File: src/pkg/dsq_pkg.sv
// constants shared by the conversion sequencer and its decimator
// assumes a single 100 MHz clock domain with synchronous active-high reset
package dsq_pkg;
   // ===================================================
   // modulator and decimation
   localparam int MOD_DIV = 6;       // system clocks per modulator clock
   localparam int OSR = 64;          // modulator clocks per output word
   localparam int ORDER = 5;         // sinc order
   localparam int SETTLE_CONV = 5;   // conversions before data is valid
   localparam int SETTLE_SYS_CLK = SETTLE_CONV * OSR * MOD_DIV;
   localparam int WORD_W = 24;       // result word width
   localparam int ACC_W = 31;        // ORDER*log2(OSR)+1 accumulator bits
   localparam int CNT_W = 8;         // width of small counters
   // ===================================================
   // data-ready framing on the shared result line, in system clocks
   localparam int FLAG_LOW_CYC = 6;  // low pulse announcing a new word
   localparam int FLAG_HIGH_CYC = 6; // high gap before shifting starts
   // ===================================================
   // input pair codes as seen on the two pick pins
   localparam logic [1:0] INPUT_PAIR_ONE = 2'h0;
   localparam logic [1:0] INPUT_PAIR_TWO = 2'h1;
   localparam logic [1:0] INPUT_PAIR_THREE = 2'h2;
   localparam logic [1:0] INPUT_PAIR_FOUR = 2'h3;
   localparam logic [1:0] PICK_RST = 2'h0;
   localparam logic [WORD_W-1:0] WORD_RST = 24'h000000;
   localparam logic [WORD_W-1:0] WORD_MAX = 24'h7fffff;
   typedef enum logic [1:0] {
      st_idle, st_flag_low, st_flag_high, st_shift
   } line_state_t;
endpackage

File: src/pkg/dec_if.sv
// carrier between the sequencer and the decimator
// assumes both ends run on the same system clock
`timescale 1ns/1ps
interface dec_if;
   import dsq_pkg::*;
   logic mod_en;                // one pulse per modulator clock
   logic mod_bit;               // modulator bitstream sample
   logic clear;                 // wipe filter and phase
   logic word_valid;            // one-cycle pulse per finished word
   logic [WORD_W-1:0] word;     // registered result
   modport seq (output mod_en, output mod_bit, output clear,
                input word_valid, input word);
   modport dec (input mod_en, input mod_bit, input clear,
                output word_valid, output word);
endinterface

File: src/design/fifth_order_decimator.sv
// fifth-order sinc decimator: integrators at modulator rate, combs at
// word rate; assumes mod_en is a one-cycle enable from the sequencer
`timescale 1ns/1ps
module fifth_order_decimator (
   input wire logic clock,
   input wire logic sys_rst,
   dec_if.dec link
);
   import dsq_pkg::*;
   // ===================================================
   // state
   logic [ACC_W-1:0] integ_ff [ORDER];
   logic [ACC_W-1:0] nxt_integ [ORDER];
   logic [ACC_W-1:0] dly_ff [ORDER];
   logic [ACC_W-1:0] nxt_dly [ORDER];
   logic [CNT_W-1:0] phase_ff, nxt_phase;
   logic valid_ff, nxt_valid;
   logic [WORD_W-1:0] word_ff, nxt_word;

   // map unsigned 0..2^30 sum to a signed word, clipping the top code
   function automatic logic [WORD_W-1:0] to_word(logic [ACC_W-1:0] s);
      logic [ACC_W-1:0] c;
      c = s - (ACC_W)'(1 << (ACC_W - 2));
      if (s[ACC_W-1])
         return WORD_MAX;
      return c[ACC_W-2 -: WORD_W];
   endfunction

   // integrators wrap modulo 2^ACC_W; the combs undo the wrap exactly
   always_comb begin
      logic [ACC_W-1:0] x;
      x = '0;
      nxt_integ = integ_ff;
      nxt_dly = dly_ff;
      nxt_phase = phase_ff;
      nxt_valid = 1'b0;
      nxt_word = word_ff;
      if (link.clear) begin
         for (int i = 0; i < ORDER; i++) begin
            nxt_integ[i] = '0;
            nxt_dly[i] = '0;
         end
         nxt_phase = '0;
      end else if (link.mod_en) begin
         nxt_integ[0] = integ_ff[0] + {{(ACC_W-1){1'b0}}, link.mod_bit};
         for (int i = 1; i < ORDER; i++) begin
            nxt_integ[i] = integ_ff[i] + integ_ff[i-1];
         end
         nxt_phase = phase_ff + 8'h01;
         if (phase_ff == (CNT_W)'(OSR - 1)) begin
            nxt_phase = '0;
            x = integ_ff[ORDER-1];
            for (int i = 0; i < ORDER; i++) begin
               nxt_dly[i] = x;
               x = x - dly_ff[i];
            end
            nxt_word = to_word(x);
            nxt_valid = 1'b1;
         end
      end
   end

   always_ff @(posedge clock) begin
      if (sys_rst) begin
         for (int i = 0; i < ORDER; i++) begin
            integ_ff[i] <= '0;
            dly_ff[i] <= '0;
         end
         phase_ff <= '0;
         valid_ff <= 1'b0;
         word_ff <= WORD_RST;
      end else begin
         integ_ff <= nxt_integ;
         dly_ff <= nxt_dly;
         phase_ff <= nxt_phase;
         valid_ff <= nxt_valid;
         word_ff <= nxt_word;
      end
   end

   assign link.word_valid = valid_ff;
   assign link.word = word_ff;
endmodule

File: src/design/delta_sigma_conversion_sequencer.sv
// conversion sequencer: modulator clock divider, channel pick watch,
// settle gating and the shared data-ready / serial result line
// assumes serial_clock and the pick pins are synchronous to clock
//
// Notes on behaviour
// - modulator clock is the system clock divided by six
// - one output word every 64 modulator clocks
// - word rate follows the system clock linearly
// - fifth-order sinc filter feeds each settled result into the output register
// - new result announced by pulling the result line low
// - pick pins 00,01,10,11 select input pairs one to four
// - pick pins sampled on falling clock edge; any change restarts
// - after restart, ready only after five conversions have elapsed
// - result bits leave on serial clock falling edge, msb first
// - full settling takes five conversions, 1920 system clocks
`timescale 1ns/1ps
module delta_sigma_conversion_sequencer #(
   parameter int DIV = dsq_pkg::MOD_DIV
) (
   input wire logic clock,
   input wire logic sys_rst,
   input wire logic mod_bit,
   input wire logic channel_pick_high,
   input wire logic channel_pick_low,
   input wire logic serial_clock,
   output logic result_out_ready_line,
   output logic [1:0] active_pair,
   output logic modulator_clock
);
   import dsq_pkg::*;

   // refused at elaboration: the divider counter is CNT_W bits wide
   // and the modulator clock needs a high and a low phase
   if (DIV < 2 || DIV > 255) begin
      $error("DIV must lie in 2..255");
   end

   dec_if link ();

   fifth_order_decimator u_dec (
      .clock(clock),
      .sys_rst(sys_rst),
      .link(link)
   );

   // ===================================================
   // modulator clock divider
   logic [CNT_W-1:0] div_ff, nxt_div;
   logic mod_en_ff, nxt_mod_en;
   logic mclk_ff, nxt_mclk;
   // declared here: the divider realigns on a pick change
   logic restart;

   // counts system clocks, so the word rate tracks the clock rate
   always_comb begin
      nxt_div = div_ff + 8'h01;
      nxt_mod_en = 1'b0;
      if (div_ff == (CNT_W)'(DIV - 1)) begin
         nxt_div = '0;
         nxt_mod_en = 1'b1;
      end
      nxt_mclk = (div_ff < (CNT_W)'(DIV / 2));
      if (restart) begin
         nxt_div = '0;
         nxt_mod_en = 1'b0;
      end
   end

   always_ff @(posedge clock) begin
      if (sys_rst) begin
         div_ff <= '0;
         mod_en_ff <= 1'b0;
         mclk_ff <= 1'b0;
      end else begin
         div_ff <= nxt_div;
         mod_en_ff <= nxt_mod_en;
         mclk_ff <= nxt_mclk;
      end
   end

   // ===================================================
   // channel pick watch
   logic [1:0] pick_fall_ff, nxt_pick_fall;
   logic [1:0] pick_ff;

   // falling-edge capture gives the pins half a cycle of setup margin
   assign nxt_pick_fall = {channel_pick_high, channel_pick_low};

   always_ff @(negedge clock) begin
      if (sys_rst)
         pick_fall_ff <= PICK_RST;
      else
         pick_fall_ff <= nxt_pick_fall;
   end

   // any difference from the active pick restarts the conversion
   assign restart = (pick_fall_ff != pick_ff);

   always_ff @(posedge clock) begin
      if (sys_rst)
         pick_ff <= PICK_RST;
      else
         pick_ff <= pick_fall_ff;
   end

   // ===================================================
   // decimator feed and settle gating
   logic [CNT_W-1:0] conv_ff, nxt_conv;
   logic [WORD_W-1:0] out_reg_ff, nxt_out_reg;
   logic deliver;

   assign link.mod_en = mod_en_ff;
   assign link.mod_bit = mod_bit;
   assign link.clear = restart;

   // words before the filter fills are built from the cleared filter state: drop them
   always_comb begin
      nxt_conv = conv_ff;
      deliver = 1'b0;
      nxt_out_reg = out_reg_ff;
      if (restart) begin
         nxt_conv = '0;
      end else if (link.word_valid) begin
         if (conv_ff >= (CNT_W)'(SETTLE_CONV - 1)) begin
            deliver = 1'b1;
            nxt_out_reg = link.word;
         end else begin
            nxt_conv = conv_ff + 8'h01;
         end
      end
   end

   always_ff @(posedge clock) begin
      if (sys_rst) begin
         conv_ff <= '0;
         out_reg_ff <= WORD_RST;
      end else begin
         conv_ff <= nxt_conv;
         out_reg_ff <= nxt_out_reg;
      end
   end

   // ===================================================
   // result line: ready pulse then msb-first shifting
   line_state_t st_ff, nxt_st;
   logic [CNT_W-1:0] tmr_ff, nxt_tmr;
   logic [WORD_W-1:0] shift_ff, nxt_shift;
   logic line_ff, nxt_line;
   logic sclk_prev_ff;
   logic sclk_fall;

   assign sclk_fall = sclk_prev_ff & ~serial_clock;

   // extra clocks beyond the word shift in zeros, so the line stays low
   always_comb begin
      nxt_st = st_ff;
      nxt_tmr = tmr_ff;
      nxt_shift = shift_ff;
      nxt_line = line_ff;
      case (st_ff)
         st_idle: begin
            nxt_line = 1'b1;
         end
         st_flag_low: begin
            nxt_line = 1'b0;
            nxt_tmr = tmr_ff + 8'h01;
            if (tmr_ff == (CNT_W)'(FLAG_LOW_CYC - 1)) begin
               nxt_tmr = '0;
               nxt_st = st_flag_high;
               nxt_line = 1'b1;
            end
         end
         st_flag_high: begin
            nxt_line = 1'b1;
            nxt_tmr = tmr_ff + 8'h01;
            if (tmr_ff == (CNT_W)'(FLAG_HIGH_CYC - 1)) begin
               nxt_st = st_shift;
               // shifter loads from the output register at frame end
               nxt_shift = out_reg_ff;
               nxt_line = out_reg_ff[WORD_W-1];
            end
         end
         st_shift: begin
            if (sclk_fall) begin
               nxt_shift = {shift_ff[WORD_W-2:0], 1'b0};
               nxt_line = shift_ff[WORD_W-2];
            end
         end
         default: begin
            nxt_st = st_idle;
            nxt_line = 1'b1;
         end
      endcase
      // a new word always restarts the frame at its low pulse, even mid-shift
      if (deliver) begin
         nxt_st = st_flag_low;
         nxt_tmr = '0;
         nxt_line = 1'b0;
      end
      if (restart) begin
         nxt_st = st_idle;
         nxt_line = 1'b1;
      end
   end

   always_ff @(posedge clock) begin
      if (sys_rst) begin
         st_ff <= st_idle;
         tmr_ff <= '0;
         shift_ff <= WORD_RST;
         line_ff <= 1'b1;
         sclk_prev_ff <= 1'b0;
      end else begin
         st_ff <= nxt_st;
         tmr_ff <= nxt_tmr;
         shift_ff <= nxt_shift;
         line_ff <= nxt_line;
         sclk_prev_ff <= serial_clock;
      end
   end

   assign result_out_ready_line = line_ff;
   assign active_pair = pick_ff;
   assign modulator_clock = mclk_ff;
endmodule

File: config.mk
export PLATFORM = sky130hd
export DESIGN_NAME = delta_sigma_conversion_sequencer
export DESIGN_NICKNAME = d
export VERILOG_FILES = /design/src/pkg/dsq_pkg.sv /design/src/pkg/dec_if.sv /design/src/design/fifth_order_decimator.sv /design/src/design/delta_sigma_conversion_sequencer.sv
export SDC_FILE = /design/constraint.sdc
export NUM_CORES = 1
export LEC_CHECK = 0
export BUFFER_PORTS_ARGS = -buffer_cell sky130_fd_sc_hd__buf_2
export CORE_MARGIN = 2
export CORE_UTILIZATION = 57
export CTS_BUF_LIST = sky130_fd_sc_hd__clkbuf_4 sky130_fd_sc_hd__clkbuf_8
export CTS_CLUSTER_SIZE = 40
export DETAILED_ROUTE_END_ITERATION = 7
export GPL_ROUTABILITY_DRIVEN = 0
export PLACE_DENSITY = 0.73
export SKIP_LAST_GASP = 1
export SLEW_MARGIN = 20
export SYNTH_ARGS = -nofsm -noshare
export SYNTH_HDL_FRONTEND = slang
export SYNTH_SLANG_ARGS = --single-unit
File: constraint.sdc
create_clock -name clock -period 19.4 [get_ports clock]
set_input_delay 0.97 -clock clock [delete_from_list [all_inputs] [get_ports clock]]
set_output_delay 0.97 -clock clock [all_outputs]
set_load 0.03 [all_outputs]
Yosys cells after proc, flatten, opt, wreduce, memory -nomap -nowiden
Cells that the tools add are included.
{ "word_totals": {"regBits": 424, "latch_bits": 0, "ramBits": 0, "mem_bits_ro": 0, "output_inout_bits": 4, "word_cells": 103, "n_memories": 0} }
{ "classes": {"add_sub_neg": 15, "multipliers": 0, "div": 0, "order_cmp": 2, "eq_ne": 13, "n_shift": 0, "n_mux": 26, "bitwise": 5, "reduce_logical": 16} }
{ "ops": {"columns": ["op", "n"], "rows": [
  ["subtractor 31 bit", 5],
  ["adder 31 bit", 4],
  ["2-to-1 mux 24 bit", 2],
  ["2-to-1 mux 23 bit", 2],
  ["one-hot mux 23 bit (2 select lines)", 1],
  ["adder 8 x 1 -> 8 bit (second input constant)", 4],
  ["adder 31 x 1 -> 31 bit", 1],
  ["subtractor 30 bit (second input constant)", 1],
  ["equality test 8 x 3 -> 1 bit (second input constant)", 2],
  ["2-to-1 mux 8 bit", 2],
  ["one-hot mux 8 bit (2 select lines)", 1],
  ["AND reduction 3 bit", 5],
  ["2-to-1 mux 1 bit", 14],
  ["!= test 3 bit (second input constant)", 3],
  ["OR reduction 3 bit", 3],
  ["equality test 8 x 6 -> 1 bit (second input constant)", 1],
  ["greater-or-equal comparator 8 x 3 -> 1 bit (second input constant)", 1],
  ["< comparator 8 x 2 -> 1 bit (second input constant)", 1],
  ["!= test 2 bit (second input constant)", 3],
  ["equality test 2 bit (second input constant)", 2],
  ["2-to-1 mux 2 bit", 2],
  ["NOT 1 bit", 4],
  ["one-hot mux 1 bit (4 select lines)", 1],
  ["one-hot mux 2 bit (2 select lines)", 1],
  ["other kinds (8)", 11]
]} }

Longest topological paths before layout
Gate-level depths: netlist of the first run.
{ "logic_depth": {"word_depth": 10, "depth_mapped": 48, "ltp_nobuf": 47} }

Hierarchy
Synthesis of the first run repeated with hierarchy kept, for this count alone.
{ "hier_totals": {"hier_cells": 3300, "area_unflattened_um2": 27336.2} }
{ "by_module_without_submodules": {"columns": ["module", "n_inst", "cells_each", "area_each_um2"], "rows": [
  ["fifth_order_decimator", 1, 2961, 23944.2],
  ["delta_sigma_conversion_sequencer", 1, 339, 3392.0]
]} }

==> results_dict.tcl, run 1 <==
set metrics [dict create \
    async_flop_share 0 \
    timing.critical_path.slowest_cell_delay_ns 0.71 \
    synthesis.area_per_instance_um2 8.08 \
    via_count_of_the_first_global_routing_pass 22600 \
    placement_rows 80 \
    total_cts_buffers 74 \
    worstPathMaxFanout 74 \
    synth-edff-count 0 \
    synth.most_common_cell "sky130_fd_sc_hd__dfxtp_1" \
    setup_repair_after_global_routing_missed_its_margin "no" \
    cts_tree "built" \
    die_area_mm2 0.0498 \
    max-slew-margin-rel 0.379 \
    nNetsFinal 3678 \
    drt.antenna.violating_nets 0 \
    post_cts_hold_buffer_count 0 \
    required_ns 19.97 \
    worst_path_most_repeated_cell "sky130_fd_sc_hd__buf_4" \
    synth_cell_type_count 77 \
    vias 23100 \
    worst_setup_path_end_kind "register" \
    path_cells "xor2_1 -> or2_0 -> or3_1 -> buf_4 -> inv_4 -> buf_4 -> a22o_1" \
    dr.first_iter.drc_count 1007 \
    crit_path_max_delay_cell_type "sky130_fd_sc_hd__buf_4" \
    path_class "register to register" \
    synth_warnings 0 \
    detail_routed_net_length_per_standard_cell_um 14.5 \
    drcViolationCount 0 \
    max-clock-path-buffers 3 \
    slew_violations 0 \
    maxCapViolCount 0 \
    antenna_cells 0 \
    power_density_mw_per_mm2 68.9 \
    post_synth_most_frequent_cells "sky130_fd_sc_hd__dfxtp_1, sky130_fd_sc_hd__nand2_1, sky130_fd_sc_hd__nor2_1, sky130_fd_sc_hd__ha_1, sky130_fd_sc_hd__o21ai_0" \
    clock-skew-final_ns 0.0300 \
    globalRoute.totalOverflow 0 \
    synthCells 3386 \
    track_usage 0.233 \
    final_layout_size_suffix_gt1_frac 0.0544 \
    synth_area_mm2 0.0274 \
    clk-insertion-delay-late_ns 0.65 \
    ys_top_cells_by_area "sky130_fd_sc_hd__dfxtp_1, sky130_fd_sc_hd__ha_1, sky130_fd_sc_hd__xnor2_1" \
    fin_tns_setup_ns 0 \
    num-fill-cells 4075 \
    clkSlewWorstSetupHoldPaths_ns 0.05 \
    cts_root_buf "sky130_fd_sc_hd__clkbuf_8" \
    initial_antenna_violation_count 0 \
    synth-seq-cells 424 \
    synth_nets 3682 \
    die-height_um 223 \
    cp.arrival_ns 13.22 \
    maximum_number_of_pins_on_one_net_before_global_route_repair 93 \
    min-delay-path-class "register to register" \
    placed_cell_area_mm2 0.0279 \
    synth_seq_area_share 0.310 \
    wire_length_of_the_first_global_routing_pass_um 99600 \
    syn2layout_area_growth_pct 7.94 \
    worst_ir_drop_vdd_uv 95.0 \
    setup_viol 0 \
    design.core.area_mm2 0.0475 \
    routed_wire_length_um 58600 \
    post-route-cell-area_mm2 0.0295 \
    die_width_um 223 \
    vias_per_cell 5.69 \
    synth_top_cell_by_area "sky130_fd_sc_hd__dfxtp_1" \
    cts-resized-gates 0 \
    worst_setup_path_start_kind "register" \
    clock-sinks 424 \
    port_buffers 9 \
    firstDrtPassIters 5 \
    start_util 0.576 \
    power.leakage_nw 12.3 \
    synth_flop_cell "sky130_fd_sc_hd__dfxtp_1" \
    worstMarginPinSlew_ns 0.920 \
    cts_max_level 3 \
    total_setup_buffers_inserted_after_cts 0 \
    status "complete, no violations" \
    i_o_pins 10 \
    detailedPlacementHpwl_um 43000 \
    final-hold-violation-count 0 \
    synth_largest_type_area_fraction 0.310 \
]
==> metal layers <==
metal,up-vias,track usage,share of wire
li1,11900,-,-
met5,-,0,0
met2,327,0.434,0.50
met4,0,0.0903,0.030
met3,145,0.0382,0.033
met1,10700,0.265,0.44
==> layout make-up <==
class	instances	area [um2]	share of cell area
Clock buffer	114	1420	0.0480
Clock inverter	20	195	0.00661
Inverter	237	892	0.0302
Multi-Input combinational cell	2617	17600	0.596
Sequential cell	424	8490	0.287
Tap cell	615	769	0.0261
Timing Repair Buffer	26	173	0.00585
==> state kept, by name (all words and copies together) (netlist names) <==
name / flops
sclk_prev_ff: 1
link.mod_en: 1
shift_ff: 23
u_dec.dly_ff: 155
u_dec.integ_ff: 155
out_reg_ff: 24
u_dec.link.word_valid: 1
u_dec.link.word: 24
div_ff: 8
st_ff: 2
tmr_ff: 8
conv_ff: 8
active_pair: 2
modulator_clock: 1
pick_fall_ff: 2
u_dec.phase_ff: 8
result_out_ready_line: 1
==> critical path, delay by kind of cell (launching register included) <==
| kind | cells | cell delay [ns] |
|---|---|---|
| xor+xnor | 1 | 0.16 |
| flops | 1 | 0.31 |
| compound gates | 1 | 0.24 |
| simple gates | 2 | 0.63 |
| buf+inv | 3 | 1.49 |
==> placed cells by master (no fill, tap or decap), drive strengths merged, types with 6 or more instances in the layout <==
| cell type | n |
|---|---|
| a31oi | 30 |
| and2 | 20 |
| o31a | 7 |
| a211oi | 51 |
| and4 | 6 |
| a22o | 21 |
| dfxtp | 424 |
| a311oi | 25 |
| nor4 | 7 |
| o211ai | 18 |
| xor2 | 102 |
| nand2b | 28 |
| clkbuf | 114 |
| nor2b | 36 |
| a21o | 124 |
| nor3b | 6 |
| nor3 | 38 |
| buf | 26 |
| o21a | 41 |
| xnor2 | 158 |
| o21bai | 32 |
| fa | 8 |
| and3 | 32 |
| or3 | 23 |
| nor2 | 347 |
| a21boi | 15 |
| o22ai | 9 |
| ha | 282 |
| o31ai | 12 |
| o41ai | 7 |
| o21ai | 271 |
| a21oi | 247 |
| or2 | 11 |
| mux2i | 101 |
| inv | 239 |
| nand4 | 28 |
| nand2 | 353 |
| nand3 | 57 |
| clkinv | 11 |
==> final timing paths <==
check	start	end	slack [ns]	cells past startpoint
max	pick_fall_ff[1]	u_dec.dly_ff[25]	6.75	7
min	u_dec.link.word[20]	out_reg_ff[20]	0.45	2
min reg2reg	u_dec.link.word[20]	out_reg_ff[20]	0.45	2
max reg2reg	pick_fall_ff[1]	u_dec.dly_ff[25]	6.75	7
==> cells by family (layout without fill, tap and decap cells) <==
family	after synthesis	count (layout)	synth area share
and+or+nand+nor	1007	1007	0.164
buffers and inverters	345	397	0.0480
xor gates and xnor gates	262	262	0.0854
AOI/OAI and AO/OA	957	957	0.221
DFF	424	424	0.310
muxes	101	101	0.0369
adders and majority gates	290	290	0.135
==> stage by stage <==
stage | power (W) | std cells | worst slack [ns] | utilization | hold WS (ns)
floorplan | 0.00112 | 3386 | 7.69 | - | 0.425
global placement | 0.00115 | 3920 | 6.83 | 0.587 | 0.437
detailed placement | 0.00115 | 3920 | 6.77 | 0.587 | 0.446
CTS | 0.00205 | 4053 | 6.74 | 0.621 | 0.454
global route | 0.00213 | 4053 | 6.51 | 0.621 | 0.466
finish | 0.00203 | 4053 | 6.75 | 0.621 | 0.453
==> power breakdown <==
| part | internal, W | leakage, nW | switching (W) |
|---|---|---|---|
| registers | 0.000872 | 3.42 | 0.000000858 |
| logic | 0.000101 | 8.04 | 0.000173 |
| clock network | 0.000518 | 0.859 | 0.000369 |
(Power assumes the default switching activity.)
==> run 2: changes to the inputs <==
--- a/config.mk
+++ b/config.mk
@@ -5,6 +5,7 @@
 export SDC_FILE = /design/constraint.sdc
 export NUM_CORES = 1
 export LEC_CHECK = 0
+export ABC_AREA = 1
 export BUFFER_PORTS_ARGS = -buffer_cell sky130_fd_sc_hd__buf_2
 export CORE_MARGIN = 2
 export CORE_UTILIZATION = 57
@@ -12,7 +13,7 @@
 export CTS_CLUSTER_SIZE = 40
 export DETAILED_ROUTE_END_ITERATION = 7
 export GPL_ROUTABILITY_DRIVEN = 0
-export PLACE_DENSITY = 0.73
+export PLACE_DENSITY = 0.76
 export SKIP_LAST_GASP = 1
 export SLEW_MARGIN = 20
 export SYNTH_ARGS = -nofsm -noshare
==> constraint.sdc (replaced) <==
create_clock -name clock -period 11.3 [get_ports clock]
set_input_delay 0.565 -clock clock [delete_from_list [all_inputs] [get_ports clock]]
set_output_delay 0.565 -clock clock [all_outputs]
set_load 0.03 [all_outputs]
==> results_dict.tcl, run 2 <==
set metrics [dict create \
    synth_nets 4420 \
    maximum_number_of_pins_on_one_net_before_global_route_repair 95 \
    clock-sinks 424 \
    synthCells 4124 \
    status "complete, no violations" \
    layout_common_cells "sky130_fd_sc_hd__nand2_1, sky130_fd_sc_hd__inv_1, sky130_fd_sc_hd__dfxtp_1" \
    fin_tns_setup_ns 0 \
    num-fill-cells 4680 \
    start_util 0.573 \
    synth-seq-cells 424 \
    worst_setup_path_end_kind "register" \
    post-route-min-period_ns 8.83 \
    final.period_utilization 0.781 \
    final_layout_size_suffix_gt1_frac 0.0525 \
    i_o_pins 10 \
    dr.first_iter.drc_count 1411 \
    min_from "serial_clock" \
    synth_area_mm2 0.0286 \
    via_count_of_the_first_global_routing_pass 25000 \
    cts_max_level 3 \
    dp_cells 4712 \
    maxCapViolCount 0 \
    timing.rr.start "u_dec.integ_ff[2]" \
    final-hold-violation-count 0 \
    max-clock-path-buffers 3 \
    design.core.area_mm2 0.0499 \
    layout_commonest_cell "sky130_fd_sc_hd__nand2_1" \
    cts_tree "built" \
    cp.arrival_ns 9.43 \
    die-height_um 228 \
    initial_antenna_violation_count 0 \
    detailedPlacementHpwl_um 47800 \
    cts_root_buf "sky130_fd_sc_hd__clkbuf_8" \
    synth_flop_cell "sky130_fd_sc_hd__dfxtp_1" \
    synth-edff-count 0 \
    hold_crit_endpoint "sclk_prev_ff" \
    post_synth_most_frequent_cells "sky130_fd_sc_hd__nand2_1, sky130_fd_sc_hd__inv_1, sky130_fd_sc_hd__dfxtp_1, sky130_fd_sc_hd__nor2_1, sky130_fd_sc_hd__a21oi_1" \
    synth_cell_type_count 53 \
    worstMarginPinSlew_ns 1.13 \
    setup_repair_after_global_routing_missed_its_margin "no" \
    detail_routed_net_length_per_standard_cell_um 13.5 \
    synth_largest_type_area_fraction 0.297 \
    path_class "register to register" \
    count_of_non_filler_cells_in_the_finished_layout 4845 \
    port_buffers 9 \
    async_flop_share 0 \
    die_width_um 228 \
    clkSlewWorstSetupHoldPaths_ns 0.06 \
    synth_top_cell_by_area "sky130_fd_sc_hd__dfxtp_1" \
    track_usage 0.252 \
    total_setup_buffers_inserted_after_cts 0 \
    synth_warnings 0 \
    biggestRegsByFlops "u_dec.dly_ff: 155 flops, u_dec.integ_ff: 155 flops" \
    setup_viol 0 \
    syn2layout_area_growth_pct 7.57 \
    placement_rows 82 \
    final_util 0.617 \
    power_density_mw_per_mm2 143 \
    hold_depth 3 \
    reg2reg_setup_slack_ns 2.47 \
    fmax_ghz 0.113 \
    globalRoute.totalOverflow 0 \
    reg2reg_depth 44 \
    clock-skew-final_ns 0.0322 \
    drt.antenna.violating_nets 0 \
    cts-resized-gates 0 \
    slew_violations 0 \
    synth_seq_area_share 0.297 \
    vias_per_cell 5.35 \
    worst_setup_path_start_kind "register" \
    antenna_cells 0 \
    max-slew-margin-rel 0.249 \
    synthesis.area_per_instance_um2 6.93 \
    vias 25900 \
    worst_ir_drop_vdd_uv 168 \
    r2r_end "u_dec.link.word[18]" \
    clk-insertion-delay-late_ns 0.67 \
    crit_path_max_delay_cell_type "sky130_fd_sc_hd__ha_1" \
    wire_length_of_the_first_global_routing_pass_um 113000 \
    nNetsFinal 4414 \
    timing.critical_path.slowest_cell_delay_ns 0.39 \
    firstDrtPassIters 7 \
    total_cts_buffers 75 \
    min-delay-path-class "input port to register" \
    required_ns 11.90 \
    die_area_mm2 0.0520 \
    synth.most_common_cell "sky130_fd_sc_hd__nand2_1" \
    routed_wire_length_um 65400 \
    worstPathMaxFanout 15 \
    power.leakage_nw 14.9 \
    post_cts_hold_buffer_count 0 \
    ys_top_cells_by_area "sky130_fd_sc_hd__dfxtp_1, sky130_fd_sc_hd__ha_1, sky130_fd_sc_hd__nand2_1" \
    drcViolationCount 0 \
]
## run 2: changes by cell type in the layout (fill, tap and decap cells not counted), moves of 59 or more
cell,delta
sky130_fd_sc_hd__xnor2_1,-88
sky130_fd_sc_hd__a21o_1,-116
sky130_fd_sc_hd__nand2_1,+362
sky130_fd_sc_hd__o21ai_0,+64
sky130_fd_sc_hd__mux2i_1,-101
sky130_fd_sc_hd__nor2_1,+67
sky130_fd_sc_hd__nand3_1,+62
sky130_fd_sc_hd__a21oi_1,+150
sky130_fd_sc_hd__inv_1,+397
sky130_fd_sc_hd__xor2_1,+59
## run 2: power by group
group	total (W)	internal (W)	switching, W
sequential	0.00150	0.00150	0.00000119
clock	0.00150	0.000854	0.000647
combinational	0.00140	0.000475	0.000926
## run 2: worst max-delay path by stage
stage / startpoint / depth (start not counted) / slack, ns / to
final: u_dec.integ_ff[2] / 44 / 2.47 / u_dec.link.word[18]
after global routing: u_dec.integ_ff[2] / 43 / 1.49 / u_dec.link.word[18]
after CTS: u_dec.integ_ff[2] / 44 / 2.52 / u_dec.link.word[18]
after detailed placement: u_dec.integ_ff[2] / 44 / 2.57 / u_dec.link.word[18]
after global placement: pick_fall_ff[0] / 9 / 2.61 / u_dec.dly_ff[21]
after floorplan: pick_fall_ff[0] / 9 / 3.62 / u_dec.phase_ff[0]
## run 2: area by class of cell
| class | instances | area, um2 | area share |
|---|---|---|---|
| clock buffer | 118 | 1480 | 0.0481 |
| clock inverter | 16 | 116 | 0.00378 |
| inverter | 639 | 2400 | 0.0782 |
| multi-input combinational | 2956 | 17300 | 0.562 |
| sequential | 424 | 8490 | 0.276 |
| tap | 672 | 841 | 0.0273 |
| timing repair buffer | 20 | 128 | 0.00415 |
## run 2: cells by family after synthesis
logic type / after synthesis / synth area share
AND/OR/NAND/NOR: 1403 / 0.202
AO/OA/AOI/OAI: 1034 / 0.203
buffers and inverters: 744 / 0.0991
flip-flops: 424 / 0.297
adder cells (fa/ha/maj): 290 / 0.129
XOR/XNOR: 229 / 0.0702
## run 2: critical path, delay by kind of cell (launching register included)
| family | cells | cell delay [ns] |
|---|---|---|
| compound gates | 15 | 3.27 |
| xor+xnor | 3 | 0.72 |
| fa+ha+maj | 5 | 1.75 |
| buf+inv | 3 | 0.19 |
| flops | 1 | 0.35 |
| simple gates | 18 | 2.48 |
## run 2: stage by stage
| stage | cell area, um2 | power, W | setup WS [ns] | hold slack [ns] |
|---|---|---|---|---|
| after floorplan | 28600 | 0.00266 | 3.62 | 0.396 |
| after global placement | 29200 | 0.00290 | 2.61 | 0.409 |
| after detailed placement | 29200 | 0.00291 | 2.57 | 0.417 |
| after CTS | 30800 | 0.00442 | 2.52 | 0.0836 |
| after global routing | 30800 | 0.00468 | 1.49 | 0.103 |
| final | 30800 | 0.00440 | 2.47 | 0.129 |
## run 2: routing by layer
metal	GRT usage	up-vias	share of wire	routed length (um)
met3	0.0361	166	0.030	1970
met1	0.292	11700	0.44	28800
met4	0.0995	0	0.034	2210
met2	0.465	393	0.50	32400
li1	-	13700	-	-
met5	0	-	0	0
